--- config.mk ---
export PLATFORM = sky130hd
export DESIGN_NAME = data_move_decoder
export DESIGN_NICKNAME = d
export VERILOG_FILES = /design/src/data_move_pkg.sv /design/src/io_map_if.sv /design/src/data_move_decoder.sv /design/src/io_space_map.sv
export VERILOG_INCLUDE_DIRS = /design/src
export SDC_FILE = /design/constraint.sdc
export NUM_CORES = 1
export LEC_CHECK = 0
export BUFFER_PORTS_ARGS = -buffer_cell sky130_fd_sc_hd__buf_4
export CELL_PAD_IN_SITES_DETAIL_PLACEMENT = 0
export CELL_PAD_IN_SITES_GLOBAL_PLACEMENT = 1
export CORE_MARGIN = 1.5
export CORE_UTILIZATION = 41
export DETAILED_ROUTE_END_ITERATION = 8
export PLACE_DENSITY = 0.81
export SETUP_SLACK_MARGIN = 0.4
export SKIP_LAST_GASP = 1
export SLEW_MARGIN = 40
export SYNTH_ARGS = -nofsm -noshare
export SYNTH_HDL_FRONTEND = slang
export SYNTH_HIERARCHICAL = 1
export SYNTH_SLANG_ARGS = --single-unit
--- constraint.sdc ---
create_clock -name mclk -period 3.2 [get_ports mclk]
set_input_delay 0 -clock mclk [delete_from_list [all_inputs] [get_ports mclk]]
set_output_delay 0 -clock mclk [all_outputs]
set_load 0.05 [all_outputs]
--- src/data_move_regs.svh ---
// Address-window limits, offsets, mask and reset values for the data-move decoder.
`ifndef DATA_MOVE_REGS_SVH
`define DATA_MOVE_REGS_SVH

// =====================================================================
// I/O space windows
`define IO_BIT_LAST      16'h001f
`define IO_PORT_LAST     16'h003f
`define IO_DS_OFFSET     16'h0020
`define XIO_FIRST        16'h0060
`define XIO_LAST         16'h00ff

// =====================================================================
// Data and reset values
`define FULL_MASK        8'hff
`define STACK_TOP_RESET  16'h00ff
`define ONE_WORD         16'h0001

`endif

--- src/data_move_pkg.sv ---
// Types shared by the data-move decoder and its address mapper.
package data_move_pkg;

   // Decoded operation presented to the decoder.
   typedef enum logic [4:0] {
      op_nop                  = 5'h00,
      op_indirect_write_inc   = 5'h01,
      op_indirect_write_dec   = 5'h02,
      op_offset_write         = 5'h03,
      op_absolute_write       = 5'h04,
      op_code_fetch_low       = 5'h05,
      op_code_fetch           = 5'h06,
      op_code_fetch_inc       = 5'h07,
      op_push                 = 5'h08,
      op_pop                  = 5'h09,
      op_absolute_load        = 5'h0a,
      op_port_read            = 5'h0b,
      op_port_write           = 5'h0c,
      op_io_bit_set           = 5'h0d,
      op_io_bit_clear         = 5'h0e,
      op_skip_if_io_bit_high  = 5'h0f,
      op_skip_if_io_bit_low   = 5'h10,
      op_sleep                = 5'h11,
      op_watchdog_restart     = 5'h12,
      op_break                = 5'h13
   } op_e;

   // Sequencer states, Gray coded along idle, step one, step two.
   typedef enum logic [1:0] {
      seq_idle  = 2'b00,
      seq_step1 = 2'b01,
      seq_step2 = 2'b11
   } seq_state_e;

   // Which address space an access uses.
   typedef enum logic [1:0] {
      map_data = 2'b00,
      map_port = 2'b01,
      map_bit  = 2'b10
   } map_kind_e;

endpackage : data_move_pkg

--- src/io_map_if.sv ---
// Carrier between the decoder and its I/O address mapper.
`timescale 1ns/100ps
interface io_map_if;
   import data_move_pkg::*;
   map_kind_e   kind;
   logic [15:0] addr;
   logic [15:0] ds_addr;
   logic        legal;

   modport user (output kind, output addr, input ds_addr, input legal);
   modport map  (input kind, input addr, output ds_addr, output legal);
endinterface : io_map_if

--- src/data_move_decoder.sv ---
// Sequencer for data-move, port, bit and machine-control operations.
`timescale 1ns/100ps
`include "data_move_regs.svh"
module data_move_decoder #(
   parameter logic [15:0] STACK_TOP = `STACK_TOP_RESET
) (
   input  wire logic               mclk,
   input  wire logic               rst_n,
   input  wire logic               ce,
   input  wire logic               op_valid,
   input  wire data_move_pkg::op_e op_code,
   input  wire logic [4:0]         op_reg,
   input  wire logic [5:0]         op_disp,
   input  wire logic [15:0]        op_addr,
   input  wire logic [2:0]         op_bit,
   input  wire logic [7:0]         src_data,
   input  wire logic               dbg_en,
   input  wire logic               z_load,
   input  wire logic [15:0]        z_load_val,
   input  wire logic [7:0]         dm_rdata,
   input  wire logic [15:0]        cm_rdata,
   output logic                    op_ready,
   output logic                    op_done,
   output logic [15:0]             dm_addr,
   output logic [7:0]              dm_wdata,
   output logic [7:0]              dm_mask,
   output logic                    dm_we,
   output logic                    dm_re,
   output logic [14:0]             cm_addr,
   output logic                    cm_re,
   output logic                    rf_we,
   output logic [4:0]              rf_addr,
   output logic [7:0]              rf_wdata,
   output logic [15:0]             z_ptr,
   output logic [15:0]             sp,
   output logic                    skip,
   output logic                    wdt_restart,
   output logic                    sleep_req,
   output logic                    brk,
   output logic                    io_fault
);
   import data_move_pkg::*;

   seq_state_e  state_reg;
   op_e         cur_op_reg;
   logic [4:0]  cur_dst_reg;
   logic [2:0]  cur_bit_reg;
   logic        cur_legal_reg;
   logic        cur_zlsb_reg;
   logic        in_pend_reg;
   logic [4:0]  in_dst_reg;
   logic [7:0]  fetch_hold_reg;
   logic        take;
   logic        is_fetch;
   io_map_if    map_bus ();

   io_space_map u_map (
      .m (map_bus.map)
   );

   // =====================================================================
   // Decode helpers
   // An operation is taken on any enabled edge where it is offered while ready.
   assign take     = op_valid && op_ready;
   assign is_fetch = (op_code == op_code_fetch_low) || (op_code == op_code_fetch) ||
                     (op_code == op_code_fetch_inc);

   // Address space selection feeds the mapper.
   always_comb begin
      map_bus.addr = op_addr;
      case (op_code)
         op_port_read, op_port_write: map_bus.kind = map_port;
         op_io_bit_set, op_io_bit_clear,
         op_skip_if_io_bit_high, op_skip_if_io_bit_low: map_bus.kind = map_bit;
         default: map_bus.kind = map_data;
      endcase
   end

   // =====================================================================
   // Sequencer
   // Ready drops while a multi-cycle operation runs, so the count is exact.
   always_ff @(posedge mclk or negedge rst_n) begin
      if (!rst_n) begin
         state_reg     <= seq_idle;
         op_ready      <= 1'b1;
         op_done       <= 1'b0;
         cur_op_reg    <= op_nop;
         cur_dst_reg   <= 5'h00;
         cur_bit_reg   <= 3'h0;
         cur_legal_reg <= 1'b0;
         cur_zlsb_reg  <= 1'b0;
      end else if (ce) begin
         op_done <= 1'b0;
         case (state_reg)
            seq_idle: begin
               if (take) begin
                  cur_op_reg    <= op_code;
                  cur_dst_reg   <= (op_code == op_code_fetch_low) ? 5'h00 : op_reg;
                  cur_bit_reg   <= op_bit;
                  cur_legal_reg <= map_bus.legal;
                  cur_zlsb_reg  <= z_ptr[0];
                  case (op_code)
                     op_nop, op_sleep, op_watchdog_restart, op_break,
                     op_port_read, op_port_write: op_done <= 1'b1;
                     default: begin
                        op_ready  <= 1'b0;
                        state_reg <= seq_step1;
                     end
                  endcase
               end
            end
            seq_step1: begin
               if (cur_op_reg inside {op_code_fetch_low, op_code_fetch, op_code_fetch_inc}) begin
                  state_reg <= seq_step2;
               end else begin
                  state_reg <= seq_idle;
                  op_ready  <= 1'b1;
                  op_done   <= 1'b1;
               end
            end
            seq_step2: begin
               state_reg <= seq_idle;
               op_ready  <= 1'b1;
               op_done   <= 1'b1;
            end
            default: begin
               state_reg <= seq_idle;
               op_ready  <= 1'b1;
            end
         endcase
      end
   end

   // =====================================================================
   // Data and code memory strobes
   // Addresses are captured at the take edge; memories answer within the
   // strobe cycle, which is what keeps loads at two cycles.
   always_ff @(posedge mclk or negedge rst_n) begin
      if (!rst_n) begin
         dm_addr  <= 16'h0000;
         dm_wdata <= 8'h00;
         dm_mask  <= `FULL_MASK;
         dm_we    <= 1'b0;
         dm_re    <= 1'b0;
         cm_addr  <= 15'h0000;
         cm_re    <= 1'b0;
         io_fault <= 1'b0;
      end else if (ce) begin
         dm_we    <= 1'b0;
         dm_re    <= 1'b0;
         cm_re    <= 1'b0;
         io_fault <= 1'b0;
         if (take) begin
            dm_wdata <= src_data;
            dm_mask  <= `FULL_MASK;
            dm_addr  <= map_bus.ds_addr;
            case (op_code)
               op_indirect_write_inc: begin
                  dm_addr <= z_ptr;
                  dm_we   <= 1'b1;
               end
               op_indirect_write_dec: begin
                  dm_addr <= z_ptr - `ONE_WORD;
                  dm_we   <= 1'b1;
               end
               op_offset_write: begin
                  dm_addr <= z_ptr + {10'h000, op_disp};
                  dm_we   <= 1'b1;
               end
               op_absolute_write, op_port_write: begin
                  dm_we    <= map_bus.legal;
                  io_fault <= !map_bus.legal;
               end
               op_absolute_load, op_port_read, op_skip_if_io_bit_high,
               op_skip_if_io_bit_low: begin
                  dm_re    <= map_bus.legal;
                  io_fault <= !map_bus.legal;
               end
               op_io_bit_set, op_io_bit_clear: begin
                  dm_mask  <= 8'h01 << op_bit;
                  dm_wdata <= (op_code == op_io_bit_set) ? (8'h01 << op_bit) : 8'h00;
                  dm_we    <= map_bus.legal;
                  io_fault <= !map_bus.legal;
               end
               op_push: begin
                  dm_addr <= sp;
                  dm_we   <= 1'b1;
               end
               op_pop: begin
                  dm_addr <= sp + `ONE_WORD;
                  dm_re   <= 1'b1;
               end
               op_code_fetch_low, op_code_fetch, op_code_fetch_inc: begin
                  cm_addr <= z_ptr[15:1];
                  cm_re   <= 1'b1;
               end
               default: dm_addr <= dm_addr;
            endcase
         end
      end
   end

   // =====================================================================
   // Pointer and stack pointer
   // No status flag is touched anywhere in this block.
   always_ff @(posedge mclk or negedge rst_n) begin
      if (!rst_n) begin
         z_ptr <= 16'h0000;
         sp    <= STACK_TOP;
      end else if (ce) begin
         if (z_load) begin
            z_ptr <= z_load_val;
         end else if (take && op_code == op_indirect_write_dec) begin
            z_ptr <= z_ptr - `ONE_WORD;
         end else if (state_reg == seq_step1 && cur_op_reg == op_indirect_write_inc) begin
            z_ptr <= z_ptr + `ONE_WORD;
         end else if (state_reg == seq_step2 && cur_op_reg == op_code_fetch_inc) begin
            z_ptr <= z_ptr + `ONE_WORD;
         end
         if (take && op_code == op_push) begin
            sp <= sp - `ONE_WORD;
         end else if (take && op_code == op_pop) begin
            sp <= sp + `ONE_WORD;
         end
      end
   end

   // =====================================================================
   // Register file write-back and skip result
   // A port read completes in the cycle after the take while ready stays
   // high; no other load writes back in that cycle, so writes never clash.
   always_ff @(posedge mclk or negedge rst_n) begin
      if (!rst_n) begin
         rf_we          <= 1'b0;
         rf_addr        <= 5'h00;
         rf_wdata       <= 8'h00;
         in_pend_reg    <= 1'b0;
         in_dst_reg     <= 5'h00;
         fetch_hold_reg <= 8'h00;
         skip           <= 1'b0;
      end else if (ce) begin
         rf_we       <= 1'b0;
         skip        <= 1'b0;
         in_pend_reg <= take && op_code == op_port_read && map_bus.legal;
         in_dst_reg  <= op_reg;
         if (in_pend_reg) begin
            rf_we    <= 1'b1;
            rf_addr  <= in_dst_reg;
            rf_wdata <= dm_rdata;
         end
         if (state_reg == seq_step1) begin
            case (cur_op_reg)
               op_pop, op_absolute_load: begin
                  rf_we    <= 1'b1;
                  rf_addr  <= cur_dst_reg;
                  rf_wdata <= dm_rdata;
               end
               op_skip_if_io_bit_high: skip <= cur_legal_reg && dm_rdata[cur_bit_reg];
               op_skip_if_io_bit_low:  skip <= cur_legal_reg && !dm_rdata[cur_bit_reg];
               default: fetch_hold_reg <= cur_zlsb_reg ? cm_rdata[15:8] : cm_rdata[7:0];
            endcase
         end
         if (state_reg == seq_step2) begin
            rf_we    <= 1'b1;
            rf_addr  <= cur_dst_reg;
            rf_wdata <= fetch_hold_reg;
         end
      end
   end

   // =====================================================================
   // Machine control pulses
   always_ff @(posedge mclk or negedge rst_n) begin
      if (!rst_n) begin
         wdt_restart <= 1'b0;
         sleep_req   <= 1'b0;
         brk         <= 1'b0;
      end else if (ce) begin
         wdt_restart <= take && op_code == op_watchdog_restart;
         sleep_req   <= take && op_code == op_sleep;
         brk         <= take && op_code == op_break && dbg_en;
      end
   end
endmodule : data_move_decoder

--- src/io_space_map.sv ---
// Maps port and bit-access I/O numbers onto data-space addresses.
`timescale 1ns/100ps
`include "data_move_regs.svh"
module io_space_map (
   io_map_if.map m
);
   import data_move_pkg::*;

   // =====================================================================
   // Window check and offset
   // Port and bit numbers sit 0x20 below their data-space image; data
   // accesses pass through so the extended window stays reachable.
   always_comb begin
      m.ds_addr = m.addr;
      m.legal   = 1'b1;
      case (m.kind)
         map_port: begin
            m.legal   = (m.addr <= `IO_PORT_LAST);
            m.ds_addr = m.addr + `IO_DS_OFFSET;
         end
         map_bit: begin
            m.legal   = (m.addr <= `IO_BIT_LAST);
            m.ds_addr = m.addr + `IO_DS_OFFSET;
         end
         default: begin
            m.legal   = 1'b1;
            m.ds_addr = m.addr;
         end
      endcase
   end

endmodule : io_space_map

==> results of run 1 <==
## cell families (layout without fill, tap and decap cells)
logic type / after synthesis / in the layout
buffers and inverters: 102 / 332
AOI/OAI and AO/OA: 270 / 270
muxes: 34 / 34
xor gates and xnor gates: 65 / 65
DFF: 134 / 134
adders and majority gates: 14 / 14
and+or+nand+nor: 374 / 374
## cell type report
type | instances | area share
clock buffers | 17 | 0.0370
clock inverters | 15 | 0.0159
inverters | 22 | 0.00718
multi-input cells | 757 | 0.421
flip-flops and latches | 134 | 0.293
well taps | 270 | 0.0294
repair buffers | 278 | 0.196
## synthesized netlist by cell type, drive strengths merged (7+ instances only)
master | instances | share of area
nand3 | 40 | 0.023
nand2 | 110 | 0.048
nor3 | 29 | 0.018
nand2b | 10 | 0.0072
dfrtp | 117 | 0.34
a22oi | 15 | 0.013
o21ai | 63 | 0.037
a21o | 8 | 0.0070
nor4 | 14 | 0.014
o22a | 11 | 0.011
a21oi | 52 | 0.030
nor2b | 9 | 0.0065
xnor2 | 45 | 0.046
or3 | 7 | 0.0062
mux2 | 21 | 0.027
nand4 | 10 | 0.0072
dfstp | 17 | 0.052
nor2 | 106 | 0.047
o2bb2ai | 7 | 0.0071
o211ai | 9 | 0.0078
a31oi | 16 | 0.013
inv | 21 | 0.0091
xor2 | 20 | 0.020
a211oi | 9 | 0.0084
clkbuf | 53 | 0.023
buf | 27 | 0.020
a22o | 11 | 0.011
or4 | 7 | 0.0078
o22ai | 28 | 0.020
mux2i | 11 | 0.013
ha | 13 | 0.019
## final timing paths
path                       slack, ns  cells after the start                   start                        end
min in group asynchronous       0.13                      2                   rst_n     cm_addr[4]$_DFFE_PN0P_
max in group asynchronous       2.10                      3                   rst_n     dm_mask[5]$_DFFE_PN1P_
max                             0.56                      9    z_ptr[0]$_DFFE_PN0P_    dm_addr[14]$_DFFE_PN0P_
max reg2reg                     0.56                      9    z_ptr[0]$_DFFE_PN0P_    dm_addr[14]$_DFFE_PN0P_
min reg2reg                     0.46                      2  dm_mask[2]$_DFFE_PN1P_     dm_mask[2]$_DFFE_PN1P_
min                            0.008                      4             op_addr[13]  cur_legal_reg$_DFFE_PN0P_
## tightest hold or removal path: cells and delay by family
kind | cells | cell delay [ns]
compound gates | 1 | 0.14
simple gates | 2 | 0.14
buf+inv | 1 | 0.11
## routing by layer
layer | vias to the layer above | track usage
met4 | 0 | 0.0916
met5 | - | 0
met2 | 306 | 0.421
li1 | 4033 | -
met1 | 4116 | 0.345
met3 | 56 | 0.0472
## power breakdown
group / switching (mW) / internal (mW)
clock network: 0.889 / 1.19
logic: 2.55 / 1.37
registers: 0.561 / 2.26
total: 4.00 / 4.82
## repair_timing
action,4_1_cts,5_1_grt
resized for setup,0,6
hold endpoints to repair,136,0
setup endpoints to repair,0,10
hold buffers,67,0
==> results.toml, run 1 <==
[logic_synthesis]
syn-num-nets = 1096
synth_top_family_by_area = "simple AND/OR/NAND/NOR gates"
synth_ff_type = "dfrtp_1"
synthXorXnorAreaFrac = 0.0659
synth_fa_ha_area_frac = 0.0212
synth_cell_types = 80
yosysWarnings = 6
syn_area_per_cell_sq_um = 8.70
synth-seq-cells = 134
synthMuxAreaShare = 0.0453
synth-edff-count = 0
ys_seq_area_frac = 0.391
synth.cell_area_sq_mm = 0.00864
synth-compound-area-share = 0.211
synthArstFlopShare = 1.00
synthSimpleGateAreaFrac = 0.213
postSynthCellCount = 993

[setup_path]
cp_num_buf_inv = 1
cp_slowest_stage_delay_ns = 0.54
critPathSlowestCell = "dfrtp_1"
crit_fanout = 10
worst_ep_required_time_ns = 3.51
cp_top_family = "compound AO/OA/AOI/OAI gates"
critPathCaptureType = "flop"
worstPathArrival_ns = 2.95
critPathKind = "reg2reg"
worst_setup_path_start_kind = "flop"
crit_chain = "ha_1 > inv_1 > fa_1 > nor2b_1 > o31ai_1 > a211oi_1 > nor3_1 > a21o_1 > o32a_1"

[floorplan]
top_level_ports = 192
initial_core_util = 0.423
die_x_um = 148
dieArea_sq_mm = 0.0219
coreArea_sq_mm = 0.0204
rows = 52
die_h_um = 148

[clock_network]
cts_root_buffer = "clkbuf_16"
clock_latency_ns = 0.43
postCtsSetupRepairBufs = 0
clk_pin_slew_ns = 0.06
cts_tree = "yes"
cts_inserted_buffers = 17
cts.sinks = 134
clockBufferDepth = 2
htree_levels = 4

[final_layout]
nNetsFinal = 1313
drive_above_1_share = 0.258
multi_input_area_sq_mm = 0.00484
mostFrequentLayoutCells = "buf_4, dfrtp_1, nand2_1, nor2_1, dlygate4sd3_1"
antenna_cells = 0
final_common_cell = "buf_4"
area_growth_pct = 33.2
final_cells = 1493
top_regs = "dm_addr x16, sp x16, z_ptr x16"
fill_cells = 1910
area.sequential_sq_mm = 0.00337
finish.utilization = 0.563
final_area_sq_mm = 0.0115

[placed_design]
dp_slack_ns = 0.502
dp_hpwl_um = 19900
portBuffers = 191
dpl-instance-area_sq_mm = 0.0102
placed_cells = 1394
gp_congestion = 0.908

[pwr]
total_power_mw = 8.82
power_density_mw_per_mm2 = 767
irDropWorstVdd_uv = 463
power_leakage_nw = 4.91

[route]
wire_per_inst_um = 18.8
met2_length_um = 13200
vias_per_cell = 5.70
via_count = 8511
firstDrtPassIters = 7
drc = 0
drtIter0Drc = 475
wl_um = 28100
highest_layer = "met4"
wl_met3_um = 1630
detail-route-antenna-nets = 0
met1_length_um = 12500

[worst_hold_path]
hp-class = "in2reg"

[timing]
post-route-min-period_ns = 2.64
setup_viol = 0
slew_viol_final = 0
setup_ws_ns = 0.560
hold_viol_final = 0
finClkSkew_ns = 0.00980
timing.fmax_mhz = 379
maxSlewHeadroom = 0.531
fin_crit_sh = 0.825
worst_slew_pin_slew_ns = 0.704
holdWs_ns = 0.00789
setup-tns-final_ns = 0
rsz0062_at_grt = "false"

[job]
maxCapViolCount = 0

[grt]
grt_pass1_vias = 8251
grt_max_degree = 71
grt.overflow.total = 0
grt_usage = 0.258
antenna_found_initial = 0
grt_pass1_wl_um = 44700

[outcome]
status = "finished clean"
Power figures use the tool's default switching activity.
==> run 2, diff against run 1 <==
--- a/config.mk
+++ b/config.mk
@@ -6,13 +6,14 @@
 export SDC_FILE = /design/constraint.sdc
 export NUM_CORES = 1
 export LEC_CHECK = 0
+export ABC_AREA = 1
 export BUFFER_PORTS_ARGS = -buffer_cell sky130_fd_sc_hd__buf_4
 export CELL_PAD_IN_SITES_DETAIL_PLACEMENT = 0
 export CELL_PAD_IN_SITES_GLOBAL_PLACEMENT = 1
 export CORE_MARGIN = 1.5
-export CORE_UTILIZATION = 41
+export CORE_UTILIZATION = 36
 export DETAILED_ROUTE_END_ITERATION = 8
-export PLACE_DENSITY = 0.81
+export PLACE_DENSITY = 0.78
 export SETUP_SLACK_MARGIN = 0.4
 export SKIP_LAST_GASP = 1
 export SLEW_MARGIN = 40
==> constraint.sdc (replaced) <==
create_clock -name mclk -period 2.22 [get_ports mclk]
set_input_delay 0 -clock mclk [delete_from_list [all_inputs] [get_ports mclk]]
set_output_delay 0 -clock mclk [all_outputs]
set_load 0.05 [all_outputs]
==> run 2 against run 1 <==
  * Sequential power is 53% higher
  * Global-route usage is 0.33 points lower
  * Highest routed layer unchanged
  * Critical path depth is 5 higher
  * Sequential cell count stayed put
  * Fmax is 36% higher
  * Clock skew is 0.010 ns higher
  * Synthesized area is 8.4% higher
  * First-iteration DRC count is 80% higher
==> results.toml, run 2 <==
[logic_synthesis]
ys_top_cells_by_area = "dfrtp_1, nand2_1, o21ai_0"
postSynthCellCount = 1379
synth-seq-cells = 134
synth.most_common_cell = "nand2_1"
syn_area_per_cell_sq_um = 6.79
yosys.area.top_type = "dfrtp_1"
synth_cell_types = 50
yosysWarnings = 6
synth.cell_area_sq_mm = 0.00936
ys_seq_area_frac = 0.361
syn-num-nets = 1482
synth_common_cells = "nand2_1, nor2_1, inv_1, o21ai_0, nand3_1"
synthArstFlopShare = 1.00
synth-edff-count = 0
synth_ff_type = "dfrtp_1"
yosysTopAreaCellShare = 0.313

[timing]
rsz0062_at_grt = "true"
maxSlewHeadroom = 0.622
setup_ws_ns = 0.280
finClkSkew_ns = 0.0198
setup-tns-final_ns = 0
post-route-min-period_ns = 1.94
slew_viol_final = 0
hold_viol_final = 0
worst_slew_pin_slew_ns = 0.567
setup_viol = 0
timing.fmax_mhz = 515
fin_crit_sh = 0.874

[pwr]
power_leakage_nw = 6.28
irDropWorstVdd_uv = 670
power_density_mw_per_mm2 = 1120

[clock_network]
cts_inserted_buffers = 17
cts_root_buffer = "clkbuf_16"
cts.sinks = 134
cts_tree = "yes"
clockBufferDepth = 2
htree_levels = 4
clock_latency_ns = 0.43
clk_pin_slew_ns = 0.07

[final_layout]
area_growth_pct = 41.3
top_regs = "dm_addr x16, sp x16, z_ptr x16"
drive_above_1_share = 0.276
mostFrequentLayoutCells = "nand2_1, buf_4, inv_1, o21ai_0, nor2_1"
final_common_cell = "nand2_1"
nNetsFinal = 1764
antenna_cells = 0

[job]
maxCapViolCount = 0

[placed_design]
gp_congestion = 0.951
dp_slack_ns = 0.141
portBuffers = 191
dp_hpwl_um = 25200

[floorplan]
coreArea_sq_mm = 0.0253
top_level_ports = 192
die_h_um = 164
rows = 58
die_x_um = 164
dieArea_sq_mm = 0.0270
initial_core_util = 0.370

[setup_path]
reg2reg_depth = 14
critPathKind = "reg2reg"
cp_top_family = "simple AND/OR/NAND/NOR gates"
critPathCaptureType = "flop"
critPathSlowestCell = "dfrtp_2"
worst_setup_path_start_kind = "flop"
r2r-end = "dm_addr[4]$_DFFE_PN0P_"
r2r_setup_slack_ns = 0.28
crit_fanout = 4
cp_num_buf_inv = 3
worst_ep_required_time_ns = 2.53
cp_slowest_stage_delay_ns = 0.43
r2r-start = "z_ptr[0]$_DFFE_PN0P_"
crit_chain = "ha_4 > inv_2 > fa_2 > inv_2 > nand3_2 > nand3_4 > buf_4 > nand2_1 > nand2_1 > nor2_1 > nor2_1 > nand3_1 > nand2_1 > nand2_1"
cp_common_cell = "nand2_1"
worstPathArrival_ns = 2.25

[grt]
grt_pass1_vias = 9660
grt_pass1_wl_um = 52800
grt_max_degree = 61
grt.overflow.total = 0
grt_usage = 0.255
antenna_found_initial = 0

[route]
drtIter0Drc = 854
wl_um = 34600
firstDrtPassIters = 7
drc = 0
wire_per_inst_um = 17.2
via_count = 10400
detail-route-antenna-nets = 0
vias_per_cell = 5.19

[worst_hold_path]
hp-class = "in2reg"
hold_path_end = "rf_wdata[1]$_DFFE_PN0P_"
min_from = "dm_rdata[1]"
holdPathStages = 5

[outcome]
status = "finished clean"
## run 2: cell count changes after synthesis, sizes merged, moves of 17 or more
| cell | previous run | this run |
|---|---|---|
| nand2 | 110 | 386 |
| inv | 21 | 152 |
| nand3 | 40 | 137 |
| o21ai | 63 | 148 |
| nor2 | 106 | 151 |
| xnor2 | 45 | 3 |
| clkbuf | 53 | 28 |
| nand4 | 10 | 31 |
| o22ai | 28 | 11 |
## run 2: logic make-up (layout without fill, tap and decap cells)
family	Yosys count	after routing	share of synthesized area
simple gates	741	741	0.347
compound gates	242	242	0.145
buf+inv	213	508	0.0934
flops	134	134	0.361
xor+xnor	27	27	0.0253
fa+ha+maj	14	14	0.0195
mux	8	8	0.00963
## run 2: worst max-delay path by stage
stage | startpoint | end | slack (ns) | cells after the start
finish | z_ptr[0]$_DFFE_PN0P_ | dm_addr[4]$_DFFE_PN0P_ | 0.28 | 14
global route | z_ptr[0]$_DFFE_PN0P_ | dm_addr[4]$_DFFE_PN0P_ | 0.16 | 14
CTS | z_ptr[0]$_DFFE_PN0P_ | dm_addr[8]$_DFFE_PN0P_ | 0.31 | 15
detailed placement | z_ptr[1]$_DFFE_PN0P_ | dm_addr[6]$_DFFE_PN0P_ | 0.14 | 10
global placement | z_ptr[1]$_DFFE_PN0P_ | dm_addr[6]$_DFFE_PN0P_ | 0.19 | 10
floorplan | z_ptr[0]$_DFFE_PN0P_ | dm_addr[8]$_DFFE_PN0P_ | 0.28 | 15
## run 2: worst reg2reg max path: stages (launching register included)
cell and delay [ns]:
dfrtp_2 0.43, ha_4 0.15, inv_2 0.04, fa_2 0.39, inv_2 0.06, nand3_2 0.08, nand3_4 0.11, buf_4 0.13
nand2_1 0.05, nand2_1 0.05, nor2_1 0.05, nor2_1 0.08, nand3_1 0.09, nand2_1 0.07, nand2_1 0.05
## run 2: power by group
| part | switching, mW | total [mW] | internal (mW) |
|---|---|---|---|
| Combinational | 5.16 | 7.72 | 2.57 |
| Clock | 1.31 | 2.79 | 1.48 |
| Sequential | 0.902 | 4.32 | 3.42 |
| Total | 7.37 | 14.8 | 7.46 |
## run 2: final cells by class
cell class	count	area, sq um
sequential	134	3400
tap	330	413
clock buffer	17	425
clock inverter	15	136
timing repair buffer	321	2630
multi-input combinational	1032	5630
fill	2483	12100
inverter	154	593
timing repair inverter	1	5.00
## run 2: through the flow
step                      utilization  power (mW)  hold slack [ns]  instance area (sq um)  instances
after floorplan                     -        9.07           -0.296                   9540       1379
after global placement          0.447        11.3           0.0180                  11300       1877
after detailed placement        0.447        11.3           0.0232                  11300       1877
after CTS                       0.506        14.5          0.00106                  12800       1990
after global routing            0.522        15.7           0.0301                  13200       2004
final                           0.522        14.8           0.0191                  13200       2004
## run 2: what timing repair did
action,CTS,global route
pin swaps,5,26
hold buffers,74,0
endpoints found under the setup margin,26,81
buffers inserted,7,13
gates cloned,0,1
hold endpoints to repair,134,0
resized for setup,30,99
## run 2: per-layer routing
metal | vias to the layer above | wire length (um) | GRT usage
met2 | 391 | 15200 | 0.391
met4 | 0 | 835 | 0.0851
met5 | - | 0 | 0
met3 | 46 | 2290 | 0.0371
li1 | 5100 | - | -
met1 | 4867 | 16200 | 0.365
